==> src/verilog/acc_pkg.sv <==
package acc_pkg;

	////////////////////////////////////////////////////////////////////////
	// Register map: printed offsets are indices, byte address is four times
	localparam int          ACC_ADDR_W         = 12;
	localparam logic [9:0]  ACC_IDX_RESULT_LO  = 10'h078;
	localparam logic [9:0]  ACC_IDX_RESULT_HI  = 10'h079;
	localparam logic [9:0]  ACC_IDX_CTRL_A     = 10'h07a;
	localparam logic [9:0]  ACC_IDX_CTRL_B     = 10'h07b;
	localparam logic [9:0]  ACC_IDX_INPUT_SEL  = 10'h07c;

	////////////////////////////////////////////////////////////////////////
	// Field positions in converter_control_status_a
	localparam int          ACC_A_ENABLE       = 7;
	localparam int          ACC_A_START        = 6;
	localparam int          ACC_A_AUTO_TRIG    = 5;
	localparam int          ACC_A_DONE_FLAG    = 4;
	localparam int          ACC_A_IRQ_ENABLE   = 3;
	localparam int          ACC_A_DIV_LSB      = 0;

	// Field positions in converter_control_status_b and the input select register
	localparam int          ACC_B_SEL_TOP      = 3;
	localparam int          ACC_B_TRIG_LSB     = 0;
	localparam int          ACC_SEL_LOW_LSB    = 0;

	////////////////////////////////////////////////////////////////////////
	// Reset values
	localparam logic [7:0]  ACC_CTRL_A_RESET   = 8'h00;
	localparam logic [7:0]  ACC_CTRL_B_RESET   = 8'h00;
	localparam logic [5:0]  ACC_INPUT_SEL_RESET = 6'h00;

	////////////////////////////////////////////////////////////////////////
	// Timing, in converter clock cycles
	localparam logic [4:0]  ACC_CONV_CYCLES_NORMAL = 5'h0d;
	localparam logic [4:0]  ACC_CONV_CYCLES_FIRST  = 5'h19;

	// Bus answers
	localparam logic [1:0]  ACC_RESP_OKAY      = 2'h0;
	localparam logic [1:0]  ACC_RESP_SLVERR    = 2'h2;

	// Gain codes and special input codes on the analog side
	localparam logic [1:0]  ACC_GAIN_1X        = 2'h0;
	localparam logic [1:0]  ACC_GAIN_10X       = 2'h1;
	localparam logic [1:0]  ACC_GAIN_200X      = 2'h2;
	localparam logic [4:0]  ACC_POS_BANDGAP    = 5'h10;
	localparam logic [4:0]  ACC_POS_GROUND     = 5'h11;

	typedef enum logic [1:0] {
		ACC_OFF  = 2'h0,
		ACC_IDLE = 2'h1,
		ACC_CONV = 2'h3
	} acc_state_type;

	function automatic logic [7:0] acc_div_ratio(input logic [2:0] s);
		case (s)
			3'h0:    acc_div_ratio = 8'h02;
			3'h1:    acc_div_ratio = 8'h02;
			3'h2:    acc_div_ratio = 8'h04;
			3'h3:    acc_div_ratio = 8'h08;
			3'h4:    acc_div_ratio = 8'h10;
			3'h5:    acc_div_ratio = 8'h20;
			3'h6:    acc_div_ratio = 8'h40;
			default: acc_div_ratio = 8'h80;
		endcase
	endfunction

endpackage

==> src/verilog/acc_conversion_control.sv <==
// How it works
// - Enable bit powers converter; clearing turns off
// - Clearing enable aborts running conversion immediately
// - Single mode: each start write, one conversion
// - Free running: start launches first, rest automatic
// - First conversion after enable 25 cycles, else 13
// - Start reads one until conversion completes
// - Writing zero to start is ignored
// - Auto trigger: start on selected trigger rising edge
// - Trigger source from second control register field
// - Done flag set together with result update
// - Interrupt needs flag, enable and global enable
// - Interrupt vector execution clears done flag
// - Writing one clears done flag; zero keeps
// - Three-bit field selects converter clock divider
// - Input select change waits for conversion end
// - Selecting free running never causes a trigger
module acc_conversion_control
	import acc_pkg::*;
(
	input  wire logic                  mclk,
	input  wire logic                  sys_rst,
	input  wire logic [ACC_ADDR_W-1:0] s_axi_awaddr,
	input  wire logic                  s_axi_awvalid,
	output logic                       s_axi_awready,
	input  wire logic [31:0]           s_axi_wdata,
	input  wire logic [3:0]            s_axi_wstrb,
	input  wire logic                  s_axi_wvalid,
	output logic                       s_axi_wready,
	output logic [1:0]                 s_axi_bresp,
	output logic                       s_axi_bvalid,
	input  wire logic                  s_axi_bready,
	input  wire logic [ACC_ADDR_W-1:0] s_axi_araddr,
	input  wire logic                  s_axi_arvalid,
	output logic                       s_axi_arready,
	output logic [31:0]                s_axi_rdata,
	output logic [1:0]                 s_axi_rresp,
	output logic                       s_axi_rvalid,
	input  wire logic                  s_axi_rready,
	input  wire logic [6:0]            trigger_sources,
	input  wire logic                  global_irq_enable,
	input  wire logic                  irq_vector_ack,
	input  wire logic [9:0]            core_result,
	output logic                       converter_power,
	output logic                       converter_clk_tick,
	output logic                       conversion_active,
	output logic                       conversion_init,
	output logic                       conversion_done,
	output logic                       irq_request,
	output logic [4:0]                 applied_pos,
	output logic [3:0]                 applied_neg,
	output logic                       applied_diff,
	output logic [1:0]                 applied_gain,
	output logic                       applied_valid
);

	typedef struct packed {
		logic [4:0] pos;
		logic [3:0] neg;
		logic       diff;
		logic [1:0] gain;
		logic       valid;
	} acc_route_type;

	typedef struct packed {
		acc_state_type st;
		logic          en;
		logic          start;
		logic          ate;
		logic          flag;
		logic          ie;
		logic [2:0]    div;
		logic [2:0]    tsrc;
		logic [5:0]    sel;
		logic [5:0]    sel_app;
		acc_route_type route;
		logic          init_need;
		logic          first;
		logic [4:0]    cnt;
		logic          done;
		logic          trig_prev;
		logic [9:0]    result;
		logic          bvalid;
		logic [1:0]    bresp;
		logic          rvalid;
		logic [1:0]    rresp;
		logic [31:0]   rdata;
	} acc_regs_type;

	acc_regs_type st_q;
	acc_regs_type st_d;
	logic         tick;

	////////////////////////////////////////////////////////////////////////
	// Input routing decode for the analog multiplexer and gain stage
	function automatic acc_route_type acc_decode(input logic [5:0] m);
		acc_route_type r;
		logic [3:0]    base;
		r = '0;
		base = 4'h0;
		r.valid = 1'b1;
		if (m[4:3] == 2'b00) begin
			r.pos = {1'b0, m[5], m[2:0]};
		end else if (m[4:3] == 2'b01) begin
			base = {m[5], 1'b0, m[2], 1'b0};
			r.pos = {1'b0, base[3:1], m[0]};
			r.neg = base;
			r.diff = 1'b1;
			r.gain = m[1] ? ACC_GAIN_200X : ACC_GAIN_10X;
		end else if (m[2:1] == 2'b11 && m[3]) begin
			r.pos = m[0] ? ACC_POS_GROUND : ACC_POS_BANDGAP;
			r.valid = ~m[5];
		end else begin
			r.pos = {1'b0, m[5], m[2:0]};
			r.neg = {m[5], 1'b0, m[3], ~m[3]};
			r.diff = 1'b1;
			r.gain = ACC_GAIN_1X;
		end
		acc_decode = r;
	endfunction

	////////////////////////////////////////////////////////////////////////
	// Converter clock divider
	acc_clock_divider u_div (
		.mclk         (mclk),
		.sys_rst      (sys_rst),
		.run          (st_q.en),
		.ratio_select (st_q.div),
		.tick         (tick)
	);

	////////////////////////////////////////////////////////////////////////
	// Bus handshakes: one write and one read outstanding at most
	logic       wr_go;
	logic       rd_go;
	logic       wr_hit;
	logic [9:0] wr_idx;
	logic [9:0] rd_idx;
	logic [7:0] wd;

	assign s_axi_awready = s_axi_awvalid & s_axi_wvalid & ~st_q.bvalid;
	assign s_axi_wready  = s_axi_awready;
	assign s_axi_arready = ~st_q.rvalid;
	assign wr_go  = s_axi_awready;
	assign rd_go  = s_axi_arvalid & ~st_q.rvalid;
	assign wr_idx = s_axi_awaddr[11:2];
	assign rd_idx = s_axi_araddr[11:2];
	assign wd     = s_axi_wdata[7:0];
	assign wr_hit = wr_go & s_axi_wstrb[0];

	////////////////////////////////////////////////////////////////////////
	// Next-state logic
	logic       trig_sel;
	logic       trig_edge;
	logic       start_req;
	logic       go;
	logic       done_evt;
	logic       idx_ok;
	logic [4:0] len;

	always_comb begin
		st_d = st_q;
		st_d.done = 1'b0;
		start_req = 1'b0;
		done_evt = 1'b0;
		go = 1'b0;
		idx_ok = 1'b0;
		len = st_q.first ? ACC_CONV_CYCLES_FIRST : ACC_CONV_CYCLES_NORMAL;

		// Write channel
		if (st_q.bvalid && s_axi_bready) begin
			st_d.bvalid = 1'b0;
		end
		if (wr_go) begin
			st_d.bvalid = 1'b1;
			st_d.bresp = ACC_RESP_OKAY;
			case (wr_idx)
				ACC_IDX_CTRL_A, ACC_IDX_CTRL_B, ACC_IDX_INPUT_SEL,
				ACC_IDX_RESULT_LO, ACC_IDX_RESULT_HI: idx_ok = 1'b1;
				default: idx_ok = 1'b0;
			endcase
			if (!idx_ok) begin
				st_d.bresp = ACC_RESP_SLVERR;
			end
		end
		if (wr_hit) begin
			case (wr_idx)
				ACC_IDX_CTRL_A: begin
					st_d.en = wd[ACC_A_ENABLE];
					st_d.ate = wd[ACC_A_AUTO_TRIG];
					st_d.ie = wd[ACC_A_IRQ_ENABLE];
					st_d.div = wd[ACC_A_DIV_LSB +: 3];
					start_req = wd[ACC_A_START];
					if (wd[ACC_A_DONE_FLAG]) begin
						st_d.flag = 1'b0;
					end
				end
				ACC_IDX_CTRL_B: begin
					st_d.sel[5] = wd[ACC_B_SEL_TOP];
					st_d.tsrc = wd[ACC_B_TRIG_LSB +: 3];
				end
				ACC_IDX_INPUT_SEL: begin
					st_d.sel[4:0] = wd[ACC_SEL_LOW_LSB +: 5];
				end
				default: begin
				end
			endcase
		end
		if (irq_vector_ack) begin
			st_d.flag = 1'b0;
		end

		// Read channel
		if (st_q.rvalid && s_axi_rready) begin
			st_d.rvalid = 1'b0;
		end
		if (rd_go) begin
			st_d.rvalid = 1'b1;
			st_d.rresp = ACC_RESP_OKAY;
			st_d.rdata = 32'h0000_0000;
			case (rd_idx)
				ACC_IDX_CTRL_A: begin
					st_d.rdata[7:0] = {st_q.en, st_q.start, st_q.ate, st_q.flag, st_q.ie, st_q.div};
				end
				ACC_IDX_CTRL_B: begin
					st_d.rdata[7:0] = {4'h0, st_q.sel[5], st_q.tsrc};
				end
				ACC_IDX_INPUT_SEL: begin
					st_d.rdata[7:0] = {3'h0, st_q.sel[4:0]};
				end
				ACC_IDX_RESULT_LO: begin
					st_d.rdata[7:0] = st_q.result[7:0];
				end
				ACC_IDX_RESULT_HI: begin
					st_d.rdata[7:0] = {6'h00, st_q.result[9:8]};
				end
				default: begin
					st_d.rresp = ACC_RESP_SLVERR;
				end
			endcase
		end

		// Conversion timing in converter clock cycles
		if (st_q.st == ACC_CONV && tick) begin
			if (st_q.cnt == len - 5'h01) begin
				done_evt = 1'b1;
			end else begin
				st_d.cnt = st_q.cnt + 5'h01;
			end
		end
		if (done_evt) begin
			st_d.result = core_result;
			st_d.flag = 1'b1;
			st_d.done = 1'b1;
			st_d.start = 1'b0;
			st_d.st = ACC_IDLE;
		end

		// Trigger selection; free running is handled off the done event instead
		trig_sel = (st_q.tsrc != 3'h0) ? trigger_sources[st_q.tsrc - 3'h1] : 1'b0;
		st_d.trig_prev = trig_sel;
		trig_edge = st_q.ate & trig_sel & ~st_q.trig_prev;

		// Enable rising arms the long first conversion
		if (!st_q.en && st_d.en) begin
			st_d.init_need = 1'b1;
			st_d.st = ACC_IDLE;
		end

		// Start only when not already converting
		if (st_d.en && st_d.st != ACC_CONV) begin
			go = start_req | trig_edge | (st_q.ate & st_q.tsrc == 3'h0 & done_evt);
		end
		if (go) begin
			st_d.st = ACC_CONV;
			st_d.cnt = 5'h00;
			st_d.start = 1'b1;
			st_d.first = st_d.init_need;
			st_d.init_need = 1'b0;
		end

		// Disable wins over any start, trigger or restart, aborting a running conversion
		if (!st_d.en) begin
			st_d.st = ACC_OFF;
			st_d.start = 1'b0;
			st_d.cnt = 5'h00;
		end

		// Routing follows the select between conversions, so a free running restart takes the new code
		if (st_d.st != ACC_CONV || done_evt) begin
			st_d.sel_app = st_d.sel;
		end
		st_d.route = acc_decode(st_d.sel_app);
	end

	////////////////////////////////////////////////////////////////////////
	// State register
	always_ff @(posedge mclk) begin
		if (sys_rst) begin
			st_q <= '0;
			st_q.st <= ACC_OFF;
			st_q.sel <= ACC_INPUT_SEL_RESET;
			st_q.sel_app <= ACC_INPUT_SEL_RESET;
			st_q.en <= ACC_CTRL_A_RESET[ACC_A_ENABLE];
			st_q.div <= ACC_CTRL_A_RESET[ACC_A_DIV_LSB +: 3];
			st_q.tsrc <= ACC_CTRL_B_RESET[ACC_B_TRIG_LSB +: 3];
		end else begin
			st_q <= st_d;
		end
	end

	////////////////////////////////////////////////////////////////////////
	// Outputs
	assign s_axi_bvalid       = st_q.bvalid;
	assign s_axi_bresp        = st_q.bresp;
	assign s_axi_rvalid       = st_q.rvalid;
	assign s_axi_rresp        = st_q.rresp;
	assign s_axi_rdata        = st_q.rdata;
	assign converter_power    = st_q.en;
	assign converter_clk_tick = tick;
	assign conversion_active  = (st_q.st == ACC_CONV);
	assign conversion_init    = (st_q.st == ACC_CONV) & st_q.first;
	assign conversion_done    = st_q.done;
	assign irq_request        = st_q.flag & st_q.ie & global_irq_enable;
	assign applied_pos        = st_q.route.pos;
	assign applied_neg        = st_q.route.neg;
	assign applied_diff       = st_q.route.diff;
	assign applied_gain       = st_q.route.gain;
	assign applied_valid      = st_q.route.valid;

endmodule

==> src/verilog/acc_clock_divider.sv <==
module acc_clock_divider
	import acc_pkg::*;
(
	input  wire logic       mclk,
	input  wire logic       sys_rst,
	input  wire logic       run,
	input  wire logic [2:0] ratio_select,
	output logic            tick
);

	typedef struct packed {
		logic [6:0] cnt;
		logic       tick;
	} acc_div_regs_type;

	acc_div_regs_type st_q;
	acc_div_regs_type st_d;
	logic [7:0]       limit;

	assign limit = acc_div_ratio(ratio_select) - 8'h01;

	////////////////////////////////////////////////////////////////////////
	// Comparing with >= keeps the counter sane when the ratio drops mid-count
	always_comb begin
		st_d = st_q;
		st_d.tick = 1'b0;
		if (!run) begin
			st_d.cnt = 7'h00;
		end else if ({1'b0, st_q.cnt} >= limit) begin
			st_d.cnt = 7'h00;
			st_d.tick = 1'b1;
		end else begin
			st_d.cnt = st_q.cnt + 7'h01;
		end
	end

	always_ff @(posedge mclk) begin
		if (sys_rst) begin
			st_q <= '0;
		end else begin
			st_q <= st_d;
		end
	end

	assign tick = st_q.tick;

endmodule

==> config.mk <==
export PLATFORM = sky130hd
export DESIGN_NAME = acc_conversion_control
export DESIGN_NICKNAME = d
export VERILOG_FILES = /design/src/verilog/acc_pkg.sv /design/src/verilog/acc_conversion_control.sv /design/src/verilog/acc_clock_divider.sv
export SDC_FILE = /design/constraint.sdc
export NUM_CORES = 1
export LEC_CHECK = 0
export BUFFER_PORTS_ARGS = -buffer_cell sky130_fd_sc_hd__buf_2
export CAP_MARGIN = 20
export CORE_MARGIN = 10
export CORE_UTILIZATION = 30
export CTS_CLUSTER_SIZE = 20
export DETAILED_ROUTE_END_ITERATION = 16
export GPL_TIMING_DRIVEN = 0
export PLACE_DENSITY = 0.56
export REMOVE_ABC_BUFFERS = 1
export SETUP_SLACK_MARGIN = 0.2
export SYNTH_ARGS = -nofsm -noshare
export SYNTH_HDL_FRONTEND = slang
export SYNTH_SLANG_ARGS = --single-unit
==> constraint.sdc <==
create_clock -name mclk -period 3 [get_ports mclk]
set_input_delay 0.15 -clock mclk [delete_from_list [all_inputs] [get_ports mclk]]
set_output_delay 0.15 -clock mclk [all_outputs]
set_load 0.01 [all_outputs]
==> parameters.txt <==
Parameter                              Value

Logic synthesis
  Ys flop type ... sky130_fd_sc_hd__dfxtp_1
  XOR/XNOR share of the synthesized area ... 2.086%
  Syn Std Cell Area ... 0.004198 mm²
  Fraction of synthesis flops using an asynchronous set or reset pin ... 0%
  Adder-Cell Fraction of Synth Area ... 3.577%
  Syn. warnings ... 0
  Yosys reg bits ... 75
  Cells after Synth ... 490
  Simple-gate share of the synthesized area ... 21.40%
  Sequential-to-total area share from yosys stat ... 35.77%
  Multiplexer share of the synthesized area ... 9.806%
  Synth unique cells ... 74
  Average size of a mapped cell ... 8.567 µm²
  Post-synth EDFFs ... 0
  Dominant combinational cell family by area after synthesis ... simple AND/OR/NAND/NOR gates
  Fraction of the mapped netlist area in compound gates ... 14.69%

Placement
  Dpl cells ... 713
  Buffers added on ports ... 87
  Placer Congestion ... 0.7882
  Post-detail-place hpwl ... 8524 µm

Timing
  Count of endpoints failing setup in the final report ... 0
  Setup repair after global routing missed its margin ... false
  Clk_skew ... 0.007902 ns
  Final Hold Vio Count ... 0
  Final period utilization ... 87.94%
  Clock period minus worst slack ... 2.638 ns
  Max-Slew Margin vs Limit ... 31.96%
  Setup TNS ... 0 ns
  Slew at the pin closest to its max-slew limit ... 1.021 ns
  Max frequency ... 379.1 MHz
  Hold slack final ... 0.009173 ns
  Max-slew violation count ... 0

Setup path
  Critical Path AT ... 2.86 ns
  Max FO, Critical Path ... 8
  Worst Path Required ... 3.22 ns
  Endpoint class of the critical path ... flip-flop
  Critical Setup Path Class ... flip-flop to flip-flop
  Element type at the critical path start ... flip-flop

Pwr
  Overall power of the completed layout ... 2.373 mW
  Peak supply drop ... 285.4 µV
  Power density of the placed cells ... 472.3 mW/mm²
  Leak Pwr ... 2.150 nW

Job
  Number of max-capacitance violations reported ... 0

Route
  Final antenna-violating net count ... 0
  Post-DR wirelength/cell ... 15.06 µm
  Iteration count of the initial detailed-routing pass ... 4
  Total via count after detailed routing ... 3,581
  Via/cell ratio ... 4.820
  Number of remaining DRC errors ... 0
  Post-Route WL ... 11,190 µm
  Drt initial violations ... 243

GRT
  Tot GR Track Use ... 11.28%
  Largest net degree at the start of global routing ... 54
  Met3 track demand over resource in global routing ... 3.493%
  Global routing's busiest layer ... met2
  Vias in the first global route ... 3,620
  First-pass GRT wire length ... 18,360 µm
  Antenna violations before repair ... 3
  Global-route track usage on met1 ... 14.39%
  Sum of overflow across all layers after global routing ... 0
  Grt met2 use ... 17.65%

CTS
  Clock Path Buffers ... 2
  Clock tree from TritonCTS ... done
  CTS buffer count ... 9
  Hold_buf cts ... 0
  Clk_lat worst skew ... 0.33 ns
  H-tree Lvls ... 3
  Clock-pin transition on the worst setup and hold timing paths ... 0.06 ns
  Clk Tree Root Cell ... sky130_fd_sc_hd__clkbuf_16
  Sink count of the clock tree ... 75

Final layout
  Top library cells by usage in the layout, fill and taps aside ... sky130_fd_sc_hd__buf_2, sky130_fd_sc_hd__dfxtp_1, sky130_fd_sc_hd__nand2_1
  Layout area overhead ... 19.70%
  Finished Core Util ... 36.48%
  Share of final-layout standard cells stronger than drive strength 1 ... 25.85%
  Most common cell after layout, fill and taps aside ... sky130_fd_sc_hd__buf_2
  Non-filler instance count after layout ... 743
  Fillcell total ... 1,462
  Number of nets in the final layout ... 654

Floorplanning
  DIE HEIGHT ... 138.3 µm
  Die footprint ... 0.01912 mm²
  Die Wd ... 138.3 µm
  Effective utilization at floorplan ... 30.48%
  Cell Rows ... 43
  Count of boundary I/O pins ... 146
  Placeable core area ... 0.01377 mm²

Run status
  Status ... finished, final reports clean

Min path
  Worst hold path class ... input pin to flip-flop
[where the power goes]
group / internal, mW / switching [mW] / total (mW)
registers: 1.00 / 0.00264 / 1.00
logic: 0.0457 / 0.0777 / 0.123
clock network: 0.816 / 0.431 / 1.25
[flip-flops by register name, summed over array words and instances (netlist names)]
signal and count:
s_axi_rdata 8, u_div.tick 1, conversion_done 1, st_q 42, u_div.st_q 7, s_axi_rvalid 1
applied_gain 2, s_axi_rresp 1, converter_power 1, s_axi_bvalid 1, applied_valid 1, applied_diff 1
applied_neg 3, s_axi_bresp 1, applied_pos 4
[path summary, 6_finish.rpt]
| kind | from | endpoint | slack, ns | cells after the start |
|---|---|---|---|---|
| setup / recovery | st_q[82] | st_q[75] | 0.36 | 9 |
| hold reg to reg | s_axi_rresp[1] | s_axi_rresp[1] | 0.45 | 2 |
| setup reg to reg | st_q[82] | st_q[75] | 0.36 | 9 |
| hold / removal | s_axi_rready | s_axi_rvalid | 0.009 | 2 |
[cells in the mapped netlist, types with 4 or more instances]
master                      n  area share, %
sky130_fd_sc_hd__o21ai_0   21            2.5
sky130_fd_sc_hd__xnor2_1    5            1.0
sky130_fd_sc_hd__xor2_1     5            1.0
sky130_fd_sc_hd__clkbuf_1  18            1.6
sky130_fd_sc_hd__a31oi_1    4           0.60
sky130_fd_sc_hd__mux2i_1   28            6.7
sky130_fd_sc_hd__a211oi_1   6            1.1
sky130_fd_sc_hd__inv_1     19            1.7
sky130_fd_sc_hd__nand2_1   53            4.7
sky130_fd_sc_hd__nand3_1    7           0.83
sky130_fd_sc_hd__buf_4     48            8.6
sky130_fd_sc_hd__dfxtp_1   75             36
sky130_fd_sc_hd__nand4_1    9            1.3
sky130_fd_sc_hd__and3_1     8            1.2
sky130_fd_sc_hd__nor2b_1    5           0.75
sky130_fd_sc_hd__nor3b_1    4           0.72
sky130_fd_sc_hd__nor2_1    43            3.8
sky130_fd_sc_hd__ha_1      12            3.6
sky130_fd_sc_hd__nor3_1     8           0.95
sky130_fd_sc_hd__a22oi_1    5           0.89
sky130_fd_sc_hd__a21oi_1   27            3.2
sky130_fd_sc_hd__mux2_2     8            2.1
[metal layers]
layer	vias to the layer above	part of all wire, %
li1	1790	-
met1	1669	48
met2	107	45
met3	13	6.2
met4	2	1.1
met5	-	0.12
[worst max-delay path: stages, from the launching register on]
cell	delay (ns)
sky130_fd_sc_hd__dfxtp_4	0.39
sky130_fd_sc_hd__inv_1	0.09
sky130_fd_sc_hd__ha_4	0.31
sky130_fd_sc_hd__mux2_4	0.32
sky130_fd_sc_hd__a221oi_4	0.34
sky130_fd_sc_hd__nor4_4	0.09
sky130_fd_sc_hd__buf_6	0.15
sky130_fd_sc_hd__o311ai_4	0.36
sky130_fd_sc_hd__nor2_2	0.14
sky130_fd_sc_hd__mux2_1	0.33
[metrics by stage]
step | area (µm²) | worst slack [ns]
after global placement | 4503 | 0.07182
after CTS | 4945 | 0.2450
after floorplan | 3842 | 0.3728
final | 5025 | 0.3619
after global routing | 5020 | 0.2034
after detailed placement | 4503 | 0.03363
[layout make-up]
cell class / instances / area, µm² / share of cell area, %
clock buffer: 10 / 229.0 / 4.557
tap: 180 / 225.2 / 4.482
timing repair buffer: 99 / 529.3 / 10.53
clock inverter: 6 / 112.6 / 2.241
sequential: 75 / 1505 / 29.96
antenna: 2 / 5.005 / 0.09960
inverter: 20 / 75.07 / 1.494
multi-input combinational: 351 / 2344 / 46.64
[cell families after synthesis]
family | Yosys count
compound gates | 91
xor+xnor | 10
fa+ha+maj | 12
buf+inv | 90
flops | 75
mux | 39
other cells | 1
simple gates | 172
[repair_timing]
item                       CTS  global route
setup endpoints to repair   19            18
pin swaps                    2             3
setup buffers                6             6
gates resized for setup      8             6
Power figures use the tool's default switching activity.
